**src/sol_pkg.sv**
```systemverilog
// Package with constants and types of the sixteen channel output latch
package sol_pkg;
	localparam int CHAN_COUNT = 16;
	localparam logic [15:0] STATE_RESET = 16'h0000;
	localparam logic [3:0] SIGN_BIT_POS = 4'hF;
	localparam logic [23:0] ID_FULL_DEFAULT = 24'hA5A501; // Arbitrary value
	localparam logic [23:0] ID_PARTIAL_DEFAULT = 24'hA5A500; // Arbitrary value
	localparam logic [2:0] CMD_NONE = 3'h0;
	localparam logic [2:0] CMD_WORD_WRITE = 3'h1;
	localparam logic [2:0] CMD_SINGLE_CHANNEL_WRITE = 3'h2;
	localparam logic [2:0] CMD_RESET = 3'h3;
	localparam logic [2:0] CMD_WORD_READ = 3'h4;
	localparam logic [2:0] CMD_IDENTITY_QUERY = 3'h5;
	typedef enum logic [1:0] {
		SOL_ID_WAIT = 2'h0,
		SOL_ID_HELD = 2'h1
	} sol_id_state_t;
endpackage : sol_pkg

```
**src/sol_cmd_if.sv**
```systemverilog
// Interface carrying decoded write requests to the latch
`timescale 1ns/1ns
interface sol_cmd_if;
	logic word_we;
	logic [16:0] word_data;
	logic chan_we;
	logic [3:0] chan_sel;
	logic chan_val;
	logic clear;
	modport ctrl (output word_we, output word_data, output chan_we, output chan_sel,
		output chan_val, output clear);
	modport latch (input word_we, input word_data, input chan_we, input chan_sel,
		input chan_val, input clear);
endinterface : sol_cmd_if

```
**src/sol_latch.sv**
```systemverilog
// Sixteen bit channel state latch
`timescale 1ns/1ns
module sol_latch (
	input wire logic clk_sys_i,
	input wire logic nrst_i,
	sol_cmd_if.latch cmd,
	output logic [15:0] state_o
);
	logic [15:0] state_r;
	logic [15:0] state_nxt;

	// ****************************************
	// Per channel next state
	// ****************************************
	genvar g;
	generate
		for (g = 0; g < sol_pkg::CHAN_COUNT; g++) begin : g_chan
			always_comb begin
				if (cmd.clear) begin
					state_nxt[g] = 1'b0;
				end else if (cmd.word_we) begin
					state_nxt[g] = cmd.word_data[g];
				end else if (cmd.chan_we && (cmd.chan_sel == 4'(g))) begin
					state_nxt[g] = cmd.chan_val;
				end else begin
					state_nxt[g] = state_r[g];
				end
			end
		end
	endgenerate

	always_ff @(posedge clk_sys_i or negedge nrst_i) begin
		if (!nrst_i) begin
			state_r <= sol_pkg::STATE_RESET;
		end else begin
			state_r <= state_nxt;
		end
	end

	assign state_o = state_r;
endmodule : sol_latch

```
**src/sol_top.sv**
```systemverilog
// Top of the sixteen channel open drain output latch
`timescale 1ns/1ns
module sol_top #(
	parameter logic [23:0] ID_FULL = sol_pkg::ID_FULL_DEFAULT,
	parameter logic [23:0] ID_PARTIAL = sol_pkg::ID_PARTIAL_DEFAULT
) (
	input wire logic clk_sys_i,
	input wire logic nrst_i,
	input wire logic cmd_valid_i,
	input wire logic [2:0] cmd_op_i,
	input wire logic [16:0] cmd_data_i,
	input wire logic [3:0] cmd_chan_i,
	input wire logic term_present_i,
	output logic cmd_ready_o,
	output logic rsp_valid_o,
	output logic [16:0] rsp_data_o,
	output logic rsp_err_o,
	output logic [15:0] drain_oe_o,
	output logic [15:0] drain_o
);
	sol_cmd_if cmd_bus ();
	logic [15:0] state;
	sol_pkg::sol_id_state_t id_state_r;
	logic id_full_r;
	logic rsp_valid_r;
	logic [16:0] rsp_data_r;
	logic rsp_err_r;
	logic [16:0] word_in;
	logic word_in_ok;
	logic take;

	// ****************************************
	// Command decode
	// ****************************************
	assign take = cmd_valid_i;
	assign cmd_ready_o = 1'b1;
	// Data is 17-bit signed: accept -32768..65535
	always_comb begin
		word_in = cmd_data_i;
		word_in_ok = 1'b1;
		if (cmd_data_i[16] && !cmd_data_i[15]) begin
			word_in_ok = 1'b0;
		end
	end

	assign cmd_bus.word_we = take && (cmd_op_i == sol_pkg::CMD_WORD_WRITE) && word_in_ok;
	assign cmd_bus.word_data = word_in;
	assign cmd_bus.chan_we = take && (cmd_op_i == sol_pkg::CMD_SINGLE_CHANNEL_WRITE);
	assign cmd_bus.chan_sel = cmd_chan_i;
	assign cmd_bus.chan_val = |cmd_data_i;
	assign cmd_bus.clear = take && (cmd_op_i == sol_pkg::CMD_RESET);

	sol_latch u_latch (
		.clk_sys_i(clk_sys_i),
		.nrst_i(nrst_i),
		.cmd(cmd_bus),
		.state_o(state)
	);

	// ****************************************
	// Identity capture
	// ****************************************
	always_ff @(posedge clk_sys_i or negedge nrst_i) begin
		if (!nrst_i) begin
			id_state_r <= sol_pkg::SOL_ID_WAIT;
			id_full_r <= 1'b0;
		end else begin
			unique case (id_state_r)
				sol_pkg::SOL_ID_WAIT: begin
					id_full_r <= term_present_i;
					id_state_r <= sol_pkg::SOL_ID_HELD;
				end
				sol_pkg::SOL_ID_HELD: begin
					id_full_r <= id_full_r;
				end
				default: begin
					id_state_r <= sol_pkg::SOL_ID_WAIT;
				end
			endcase
		end
	end

	// ****************************************
	// Responses
	// ****************************************
	always_ff @(posedge clk_sys_i or negedge nrst_i) begin
		if (!nrst_i) begin
			rsp_valid_r <= 1'b0;
			rsp_data_r <= 17'h00000;
			rsp_err_r <= 1'b0;
		end else begin
			rsp_valid_r <= 1'b0;
			rsp_err_r <= 1'b0;
			if (take) begin
				unique case (cmd_op_i)
					sol_pkg::CMD_WORD_READ: begin
						rsp_valid_r <= 1'b1;
						// Sign extend from channel 15
						rsp_data_r <= {state[sol_pkg::SIGN_BIT_POS], state};
					end
					sol_pkg::CMD_IDENTITY_QUERY: begin
						rsp_valid_r <= 1'b1;
						rsp_data_r <= id_full_r ? ID_FULL[16:0] : ID_PARTIAL[16:0];
					end
					sol_pkg::CMD_WORD_WRITE: begin
						rsp_err_r <= !word_in_ok;
					end
					default: begin
						rsp_err_r <= (cmd_op_i > sol_pkg::CMD_IDENTITY_QUERY);
					end
				endcase
			end
		end
	end

	assign rsp_valid_o = rsp_valid_r;
	assign rsp_data_o = rsp_data_r;
	assign rsp_err_o = rsp_err_r;

	// ****************************************
	// Open drain pins
	// ****************************************
	assign drain_oe_o = state;
	assign drain_o = sol_pkg::STATE_RESET;
endmodule : sol_top

```
**config.mk**
```make
export PLATFORM = sky130hd
export DESIGN_NAME = sol_top
export DESIGN_NICKNAME = d
export VERILOG_FILES = /design/src/sol_pkg.sv /design/src/sol_cmd_if.sv /design/src/sol_latch.sv /design/src/sol_top.sv
export SDC_FILE = /design/constraint.sdc
export NUM_CORES = 1
export LEC_CHECK = 0
export ABC_AREA = 0
export BUFFER_PORTS_ARGS = -buffer_cell sky130_fd_sc_hd__clkbuf_2
export CORE_UTILIZATION = 38
export DETAILED_ROUTE_END_ITERATION = 10
export GPL_TIMING_DRIVEN = 0
export PLACE_DENSITY_LB_ADDON = 0.12
export SETUP_SLACK_MARGIN = 0.4
export SKIP_CTS_REPAIR_TIMING = 1
export SYNTH_ARGS = -nofsm -noshare
export SYNTH_HDL_FRONTEND = slang
export SYNTH_SLANG_ARGS = --single-unit
export TNS_END_PERCENT = 100
```
**constraint.sdc**
```tcl
create_clock -name clk_sys_i -period 1 [get_ports clk_sys_i]
set_input_delay 0.2 -clock clk_sys_i [delete_from_list [all_inputs] [get_ports clk_sys_i]]
set_output_delay 0.2 -clock clk_sys_i [all_outputs]
set_load 0.05 [all_outputs]
```
==> results.cfg, run 1 <==
[run_status]
outcome = finished, violations left
violations = negative hold slack, negative setup slack

[clock_tree]
tritoncts = yes
clock_path_buffers = 2
cts_buffers = 5
ctsRootBufferMaster = clkbuf_8
clock_latency_ns = 0.29
clkTransAtPathRegs_ns = 0.07
htreeDepth = 2
clock-sinks = 36

[power_and_ir_drop]
power_density_nw_per_um2 = 1580
leakagePower_nw = 1.73
power_mw = 6.24
vdd_drop_max_v = 0.00106

[setup_path]
path_common_cell = buf_8
reg2reg_from = u_latch.state_o[14]
cp-startpoint = rsp_data_o[15]
crit_path_cell_trace = buf_8, buf_8
critPathSlowestCell = dfrtp_2
cp.required_ns = 0.80
cp_num_buf_inv = 2
critPathKind = flip-flop to primary output
arrival_ns = 0.98
cp_max_fo = 3
startpoint_type = flip-flop
cp-end-kind = primary output
max_stage_delay_ns = 0.43
path_delay_family = flip-flops

[drt]
drt_iter0_markers = 98
dr.pass1.iters = 4
ant_nets = 0
vias = 2162
detail_route.vias_per_cell = 5.31
wl_mm = 6.98
wl_per_cell_um = 17.2
route.detailed.drc = 0

[timing]
final-setup-viol-count = 51
grt_setup_unrepaired = true
fmaxAchievable_mhz = 850
whs_ns = -0.104
hold_viol_final = 36
fin_setup_tns_ns = -3.92
drv_slew = 0
min_period_ns = 1.18
skew_ns = 0.00239
timing.final.ws_setup_ns = -0.177
fin_crit_sh = 1.18

[global_routing]
grt_pass1_wl_mm = 8.29
track_usage = 0.202
antenna_found_initial = 0
overflow = 0
grt_max_degree = 37
grt_pass1_vias = 1673

[place]
gp_congestion = 0.914
dp_cells = 361
port-buffer-count = 61
dp_hpwl_mm = 3.89
dp_slack_ns = -0.661

[logic_synthesis]
avgSynthCellArea_um2 = 9.40
synth-edff-count = 0
yosys-top-cells-area = dfrtp_1 45%, buf_4 7.1%, o21ai_0 6.5%, nand2b_1 4.4%, nand2_1 3.7%
ys.flop_type = dfrtp_1
yosysSeqAreaShare = 0.448
yosysTopAreaCellShare = 0.448
yosysTopAreaCell = dfrtp_1
syn_inst = 214
syn_area_um2 = 2010
ys_async_sr_fraction = 1.00
ys_ff_latch = 36
ys_types = 37
yosys_warnings = 0

[floorplanning]
die_y_um = 74.8
design.core.area_um2 = 5110
io_pins = 80
num_rows = 26
initial_core_util = 0.394
die_area_um2 = 5590
chipWidth_um = 74.8

[cells_and_area]
multi_input_area_um2 = 1490
final_core_util = 0.772
area_growth_pct = 96.0
seqCellArea_um2 = 938
stdcell_count = 407
layout-drive-gt1-share = 0.730
fillCellCount = 335
n_antenna_cell = 0
nets = 364

[run]
cap_viol_max_count = 0

[hold_path]
hp-class = input port to asynchronous set/reset pin
[state kept, by name (all words and copies together), names as in the netlist]
register / flops
rsp_err_o: 1
u_latch.state_o: 16
rsp_data_o: 16
id_full_r: 1
rsp_valid_o: 1
id_state_r: 1
[worst paths after layout]
check,endpoint,slack [ns],depth (start not counted)
setup / recovery,rsp_data_o[16],-0.18,2
hold / removal,rsp_data_o[4],-0.10,1
setup reg to reg,u_latch.state_o[14],0.08,3
hold reg to reg,rsp_data_o[7],0.51,2
max in group asynchronous,rsp_data_o[1],0.74,1
min in group clk_sys_i,id_full_r,0.14,2
[worst reg2reg max path, stage by stage (launching register included)]
cell,delay [ns]
dfrtp_2,0.43
buf_4,0.14
o211ai_1,0.11
o31ai_2,0.12
[placed cells by master (no fill, tap or decap), types with 2 or more instances in the layout]
cell type   n
buf_6      53
buf_4      40
dfrtp_2    30
conb_1     18
clkbuf_2   17
o21ai_2    13
buf_8      12
nand2b_1   11
nand2_4     9
o21ai_1     7
o211ai_1    7
nand2_2     6
nor4_4      6
o21a_1      6
o21ai_0     6
o31ai_2     6
dfrtp_1     6
nor2_1      5
nand2_1     5
clkbuf_8    5
o221ai_2    4
nand3b_1    4
clkbuf_16   4
nand3_4     3
nand2b_4    3
buf_2       3
inv_1       3
nor3_4      3
o32ai_2     3
inv_2       2
o31ai_4     2
nand4bb_4   2
nor3_2      2
o221ai_1    2
o221ai_4    2
[stage by stage]
stage / cell area, um2 / hold WS [ns]
2_1_floorplan: 2210 / -0.0956
3_3_place_gp: 2610 / 0.365
3_5_place_dp: 2610 / 0.371
4_1_cts: 2720 / 0.0611
6_report: 3940 / -0.104
5_1_grt: 3940 / -0.0733
[synth_stat cells (2+ instances only)]
master / number
nor3_1: 6
o211ai_1: 7
buf_4: 19
o32ai_1: 4
nand2b_1: 14
nand2_1: 20
nor2_1: 7
conb_1: 2
inv_1: 7
buf_2: 6
dfrtp_1: 36
o21a_1: 7
clkbuf_1: 5
o21ai_0: 26
nor4_1: 7
nand3b_1: 4
o221ai_1: 8
nand4bb_1: 2
o31ai_1: 9
[power by group]
part           internal [mW]  leakage [nW]  total [mW]  switching (mW)
combinational           1.20          1.27        2.95            1.75
clock                  0.740        0.0552        1.28           0.542
sequential              1.75         0.407        2.00           0.255
[per-layer routing]
layer	track usage	wire, um
met5	0	0
met3	0.0335	413
met2	0.320	3640
met1	0.273	2750
met4	0.0860	174
[final cells by class]
cell class | count | share of cell area
Inverter | 7 | 0.00984
Tap cell | 70 | 0.0222
Sequential cell | 36 | 0.238
Buffer | 32 | 0.0822
Clock buffer | 6 | 0.0184
Clock inverter | 2 | 0.00888
Multi-Input combinational cell | 156 | 0.377
Timing Repair Buffer | 98 | 0.244
[cells by family (layout without fill, tap and decap cells)]
kind of cell / Yosys count / after routing / share of synthesized area
and+or+nand+nor: 70 / 71 / 0.206
DFF: 36 / 36 / 0.448
muxes: 1 / 1 / 0.00560
buffers and inverters: 39 / 145 / 0.116
AOI/OAI and AO/OA: 66 / 66 / 0.221
other: 2 / 18 / 0.00373
(Power assumes the default switching activity.)
==> inputs of run 2 (changes only) <==
--- a/config.mk
+++ b/config.mk
@@ -10,6 +10,7 @@
 export CORE_UTILIZATION = 38
 export DETAILED_ROUTE_END_ITERATION = 10
 export GPL_TIMING_DRIVEN = 0
+export MAX_ROUTING_LAYER = met4
 export PLACE_DENSITY_LB_ADDON = 0.12
 export SETUP_SLACK_MARGIN = 0.4
 export SKIP_CTS_REPAIR_TIMING = 1
==> run 2 against run 1 <==
  * The flow still finishes with violations (negative hold slack, negative setup slack)
  * Register-to-register slack better by 0.02 ns
  * Global-route usage is 0.67 points higher
  * Fmax is 0.49% lower
  * Combinational power fell by 7.1%
  * Sequential power shrank 2%
  * Via count is 5.6% lower
  * Wire length is 12% lower
==> results.cfg, run 2 (synthesized netlist as in run 1, its figures left out) <==
[cells_and_area]
layout-drive-gt1-share = 0.635
seqCellArea_um2 = 938
multi_input_area_um2 = 1250
final_core_util = 0.698
final_cell_mix = 46 x buf_6, 39 x buf_4, 30 x dfrtp_2
area_growth_pct = 77.2
layout_commonest_cell = buf_6
nets = 353
fillCellCount = 405
n_antenna_cell = 0

[floorplanning]
chipWidth_um = 74.8
design.core.area_um2 = 5110
die_area_um2 = 5590
num_rows = 26
initial_core_util = 0.394
die_y_um = 74.8
io_pins = 80

[timing]
drv_slew = 0
whs_ns = -0.106
hold_viol_final = 36
fin_crit_sh = 1.18
timing.final.ws_setup_ns = -0.183
skew_ns = 0.00135
min_period_ns = 1.18
grt_setup_unrepaired = true
fmaxAchievable_mhz = 846
final-setup-viol-count = 51

[setup_path]
critPathKind = flip-flop to primary output
cp_max_fo = 3
cp.required_ns = 0.80
cp-end-kind = primary output
arrival_ns = 0.98
worstRegToRegCells = 3
startpoint_type = flip-flop

[global_routing]
overflow = 0
gr-max-usage-layer = met2
grt_use_met2 = 0.319
track_usage = 0.208
grt_pass1_wl_mm = 8.31
grt_pass1_vias = 1674
grt_max_degree = 37
antenna_found_initial = 0
use_met3 = 0.0295
grtUsageMet1 = 0.277

[power_and_ir_drop]
leakagePower_nw = 1.58
power_density_nw_per_um2 = 1670
vdd_drop_max_v = 0.00101

[drt]
drt_iter0_markers = 93
route.detailed.drc = 0
ant_nets = 0
detail_route.vias_per_cell = 5.15
wl_per_cell_um = 15.5
vias = 2041
wl_mm = 6.14
dr.pass1.iters = 4

[run_status]
outcome = finished, violations left
violations = negative hold slack, negative setup slack

[clock_tree]
clock_latency_ns = 0.28
htreeDepth = 2
clock-sinks = 36
clkTransAtPathRegs_ns = 0.07
tritoncts = yes
ctsRootBufferMaster = clkbuf_8
clock_path_buffers = 2
cts_buffers = 5

[place]
gp_congestion = 0.930
port-buffer-count = 61
dp_hpwl_mm = 3.89

[run]
cap_viol_max_count = 0

[hold_path]
hp-class = input port to asynchronous set/reset pin
[run 2: final timing paths]
check	start	to	slack [ns]
setup / recovery	rsp_data_o[15]	rsp_data_o[16]	-0.18
hold reg to reg	rsp_data_o[14]	rsp_data_o[14]	0.50
max in group asynchronous	nrst_i	u_latch.state_o[0]	0.73
min in group clk_sys_i	term_present_i	id_full_r	0.15
setup reg to reg	u_latch.state_o[14]	u_latch.state_o[14]	0.10
hold / removal	nrst_i	rsp_data_o[4]	-0.11
[run 2: per-stage QoR]
step           setup TNS (ns)  area (um2)  total power, mW  instances  worst slack [ns]
2_1_floorplan           -2.66        2210             3.45        230            -0.195
3_3_place_gp           -12.32        2610             3.92        361            -0.633
3_5_place_dp           -13.54        2610             3.94        361            -0.661
4_1_cts                 -9.93        2720             5.20        369            -0.358
5_1_grt                 -5.22        3570             6.22        396            -0.241
6_report                -3.66        3570             5.96        396            -0.183
[run 2: report_power, final]
part / leakage [nW] / internal [mW] / switching (mW)
combinational: 1.12 / 1.09 / 1.65
sequential: 0.407 / 1.75 / 0.216
clock: 0.0552 / 0.740 / 0.520
[run 2: routing by layer]
| metal | share of wire | vias to the layer above |
|---|---|---|
| met5 | 0 | - |
| met4 | 0.031 | 0 |
| met3 | 0.039 | 27 |
| met2 | 0.51 | 74 |
| met1 | 0.42 | 972 |
| li1 | - | 968 |
[run 2: layout make-up]
type                    instances  area share
multi-input cells             155       0.351
flip-flops and latches         36       0.263
repair buffers                 88       0.231
plain buffers                  32      0.0874
well taps                      70      0.0246
clock buffers                   6      0.0204
inverters                       7      0.0123
clock inverters                 2     0.00982
[run 2: worst max-delay path: stages, from the launching register on]
cell and delay (ns):
dfrtp_2 0.44, buf_8 0.12, buf_8 0.14
==> inputs of run 3 (changes only) <==
--- a/config.mk
+++ b/config.mk
@@ -7,7 +7,9 @@
 export LEC_CHECK = 0
 export ABC_AREA = 0
 export BUFFER_PORTS_ARGS = -buffer_cell sky130_fd_sc_hd__clkbuf_2
-export CORE_UTILIZATION = 38
+export CELL_PAD_IN_SITES_DETAIL_PLACEMENT = 0
+export CELL_PAD_IN_SITES_GLOBAL_PLACEMENT = 2
+export CORE_UTILIZATION = 28
 export DETAILED_ROUTE_END_ITERATION = 10
 export GPL_TIMING_DRIVEN = 0
 export MAX_ROUTING_LAYER = met4
==> run 3 against run 2 <==
  * The flow still finishes with violations (negative hold slack, negative setup slack)
  * Critical path depth is the same
  * First-iteration DRC count grew 12%
  * Global-route usage shrank 4.3 points
  * Setup slack lost 0.0047 ns
  * Sequential power is essentially flat
  * Largest power group unchanged
  * Largest cell class unchanged
  * Die area grew 35%
  * Fmax shrank 0.40%
  * Clock power grew 6%
  * Sequential share of layout area shrank 2.5 points
  * Power grew 3.7%
==> results.cfg, run 3 (synthesized netlist as in run 1, its figures left out) <==
[run_status]
outcome = finished, violations left
violations = negative hold slack, negative setup slack

[floorplanning]
io_pins = 80
chipWidth_um = 86.8
num_rows = 30
die_y_um = 86.8
die_area_um2 = 7530
design.core.area_um2 = 6870
initial_core_util = 0.293

[cells_and_area]
n_antenna_cell = 0
nets = 363
area_growth_pct = 95.5
layout_commonest_cell = buf_6
layout-drive-gt1-share = 0.702
final_core_util = 0.572
fin_area_um2 = 3930
final_cell_mix = 43 x buf_6, 41 x buf_4, 30 x dfrtp_2

[drt]
detail_route.vias_per_cell = 4.82
wl_mm = 7.18
dr.pass1.iters = 4
route.detailed.drc = 0
ant_nets = 0
vias = 2082
wl_per_cell_um = 16.6
drt_iter0_markers = 104

[setup_path]
critPathSlowestCell = dfrtp_2
cp-end-kind = primary output
max_stage_delay_ns = 0.43
cp.depth = 2
crit_path_cell_trace = buf_8, buf_8
path_common_cell = buf_8
cp.required_ns = 0.80
critPathKind = flip-flop to primary output
cp_num_buf_inv = 2
path_delay_family = flip-flops
startpoint_type = flip-flop
worstRegToRegCells = 3
cp_max_fo = 3
arrival_ns = 0.99

[timing]
fmaxAchievable_mhz = 842
whs_ns = -0.105
hold_viol_final = 36
grt_setup_unrepaired = true
worstMarginPinSlew_ns = 0.515
skew_ns = 0.00449
slew_headroom = 0.657
min_period_ns = 1.19
final-setup-viol-count = 51
fin_setup_tns_ns = -3.95
drv_slew = 0
timing.final.ws_setup_ns = -0.187
fin_crit_sh = 1.19

[clock_tree]
ctsRootBufferMaster = clkbuf_8
htreeDepth = 2
clock-sinks = 36
clkTransAtPathRegs_ns = 0.08
clock_latency_ns = 0.30
tritoncts = yes
cts_buffers = 5
clock_path_buffers = 2

[global_routing]
track_usage = 0.165
grt_max_degree = 37
grt_pass1_wl_mm = 9.07
overflow = 0
grt_pass1_vias = 1729
antenna_found_initial = 0

[power_and_ir_drop]
vdd_drop_max_v = 0.000655
power_density_nw_per_um2 = 1570
leakagePower_nw = 1.72

[place]
dp_slack_ns = -0.654
port-buffer-count = 61
placed_area_um2 = 2640
gp_congestion = 0.803
dp_hpwl_mm = 4.40

[hold_path]
hp-class = input port to asynchronous set/reset pin

[run]
cap_viol_max_count = 0
==> run 3: layer usage <==
layer,wire [um],track usage
met2,3600,0.261
met1,3170,0.214
met4,133,0.0606
met3,271,0.0267
met5,0,-
==> run 3: metrics by stage <==
stage | instances | power, mW
2_1_floorplan | 230 | 3.45
3_3_place_gp | 387 | 3.94
3_5_place_dp | 387 | 3.95
4_1_cts | 395 | 5.27
5_1_grt | 432 | 6.42
6_report | 432 | 6.18
==> run 3: worst paths after layout <==
path,startpoint,end,slack [ns]
max,rsp_data_o[15],rsp_data_o[16],-0.19
min,nrst_i,rsp_data_o[2],-0.10
max reg2reg,u_latch.state_o[0],rsp_data_o[0],0.05
min reg2reg,rsp_data_o[7],rsp_data_o[7],0.51
max in group asynchronous,nrst_i,rsp_data_o[9],0.72
min in group clk_sys_i,term_present_i,id_full_r,0.14
==> run 3: layout make-up <==
type / instances / area [um2]
clock inverter: 3 / 42.5
sequential: 36 / 938
fill: 581 / 2940
timing repair buffer: 97 / 985
multi-input combinational: 156 / 1410
clock buffer: 5 / 68.8
tap: 96 / 120
buffer: 32 / 338
inverter: 7 / 33.8
==> run 3: report_power, final <==
part	internal, mW	switching [mW]
Combinational	1.17	1.70
Clock	0.738	0.588
Sequential	1.75	0.241
Total	3.66	2.53
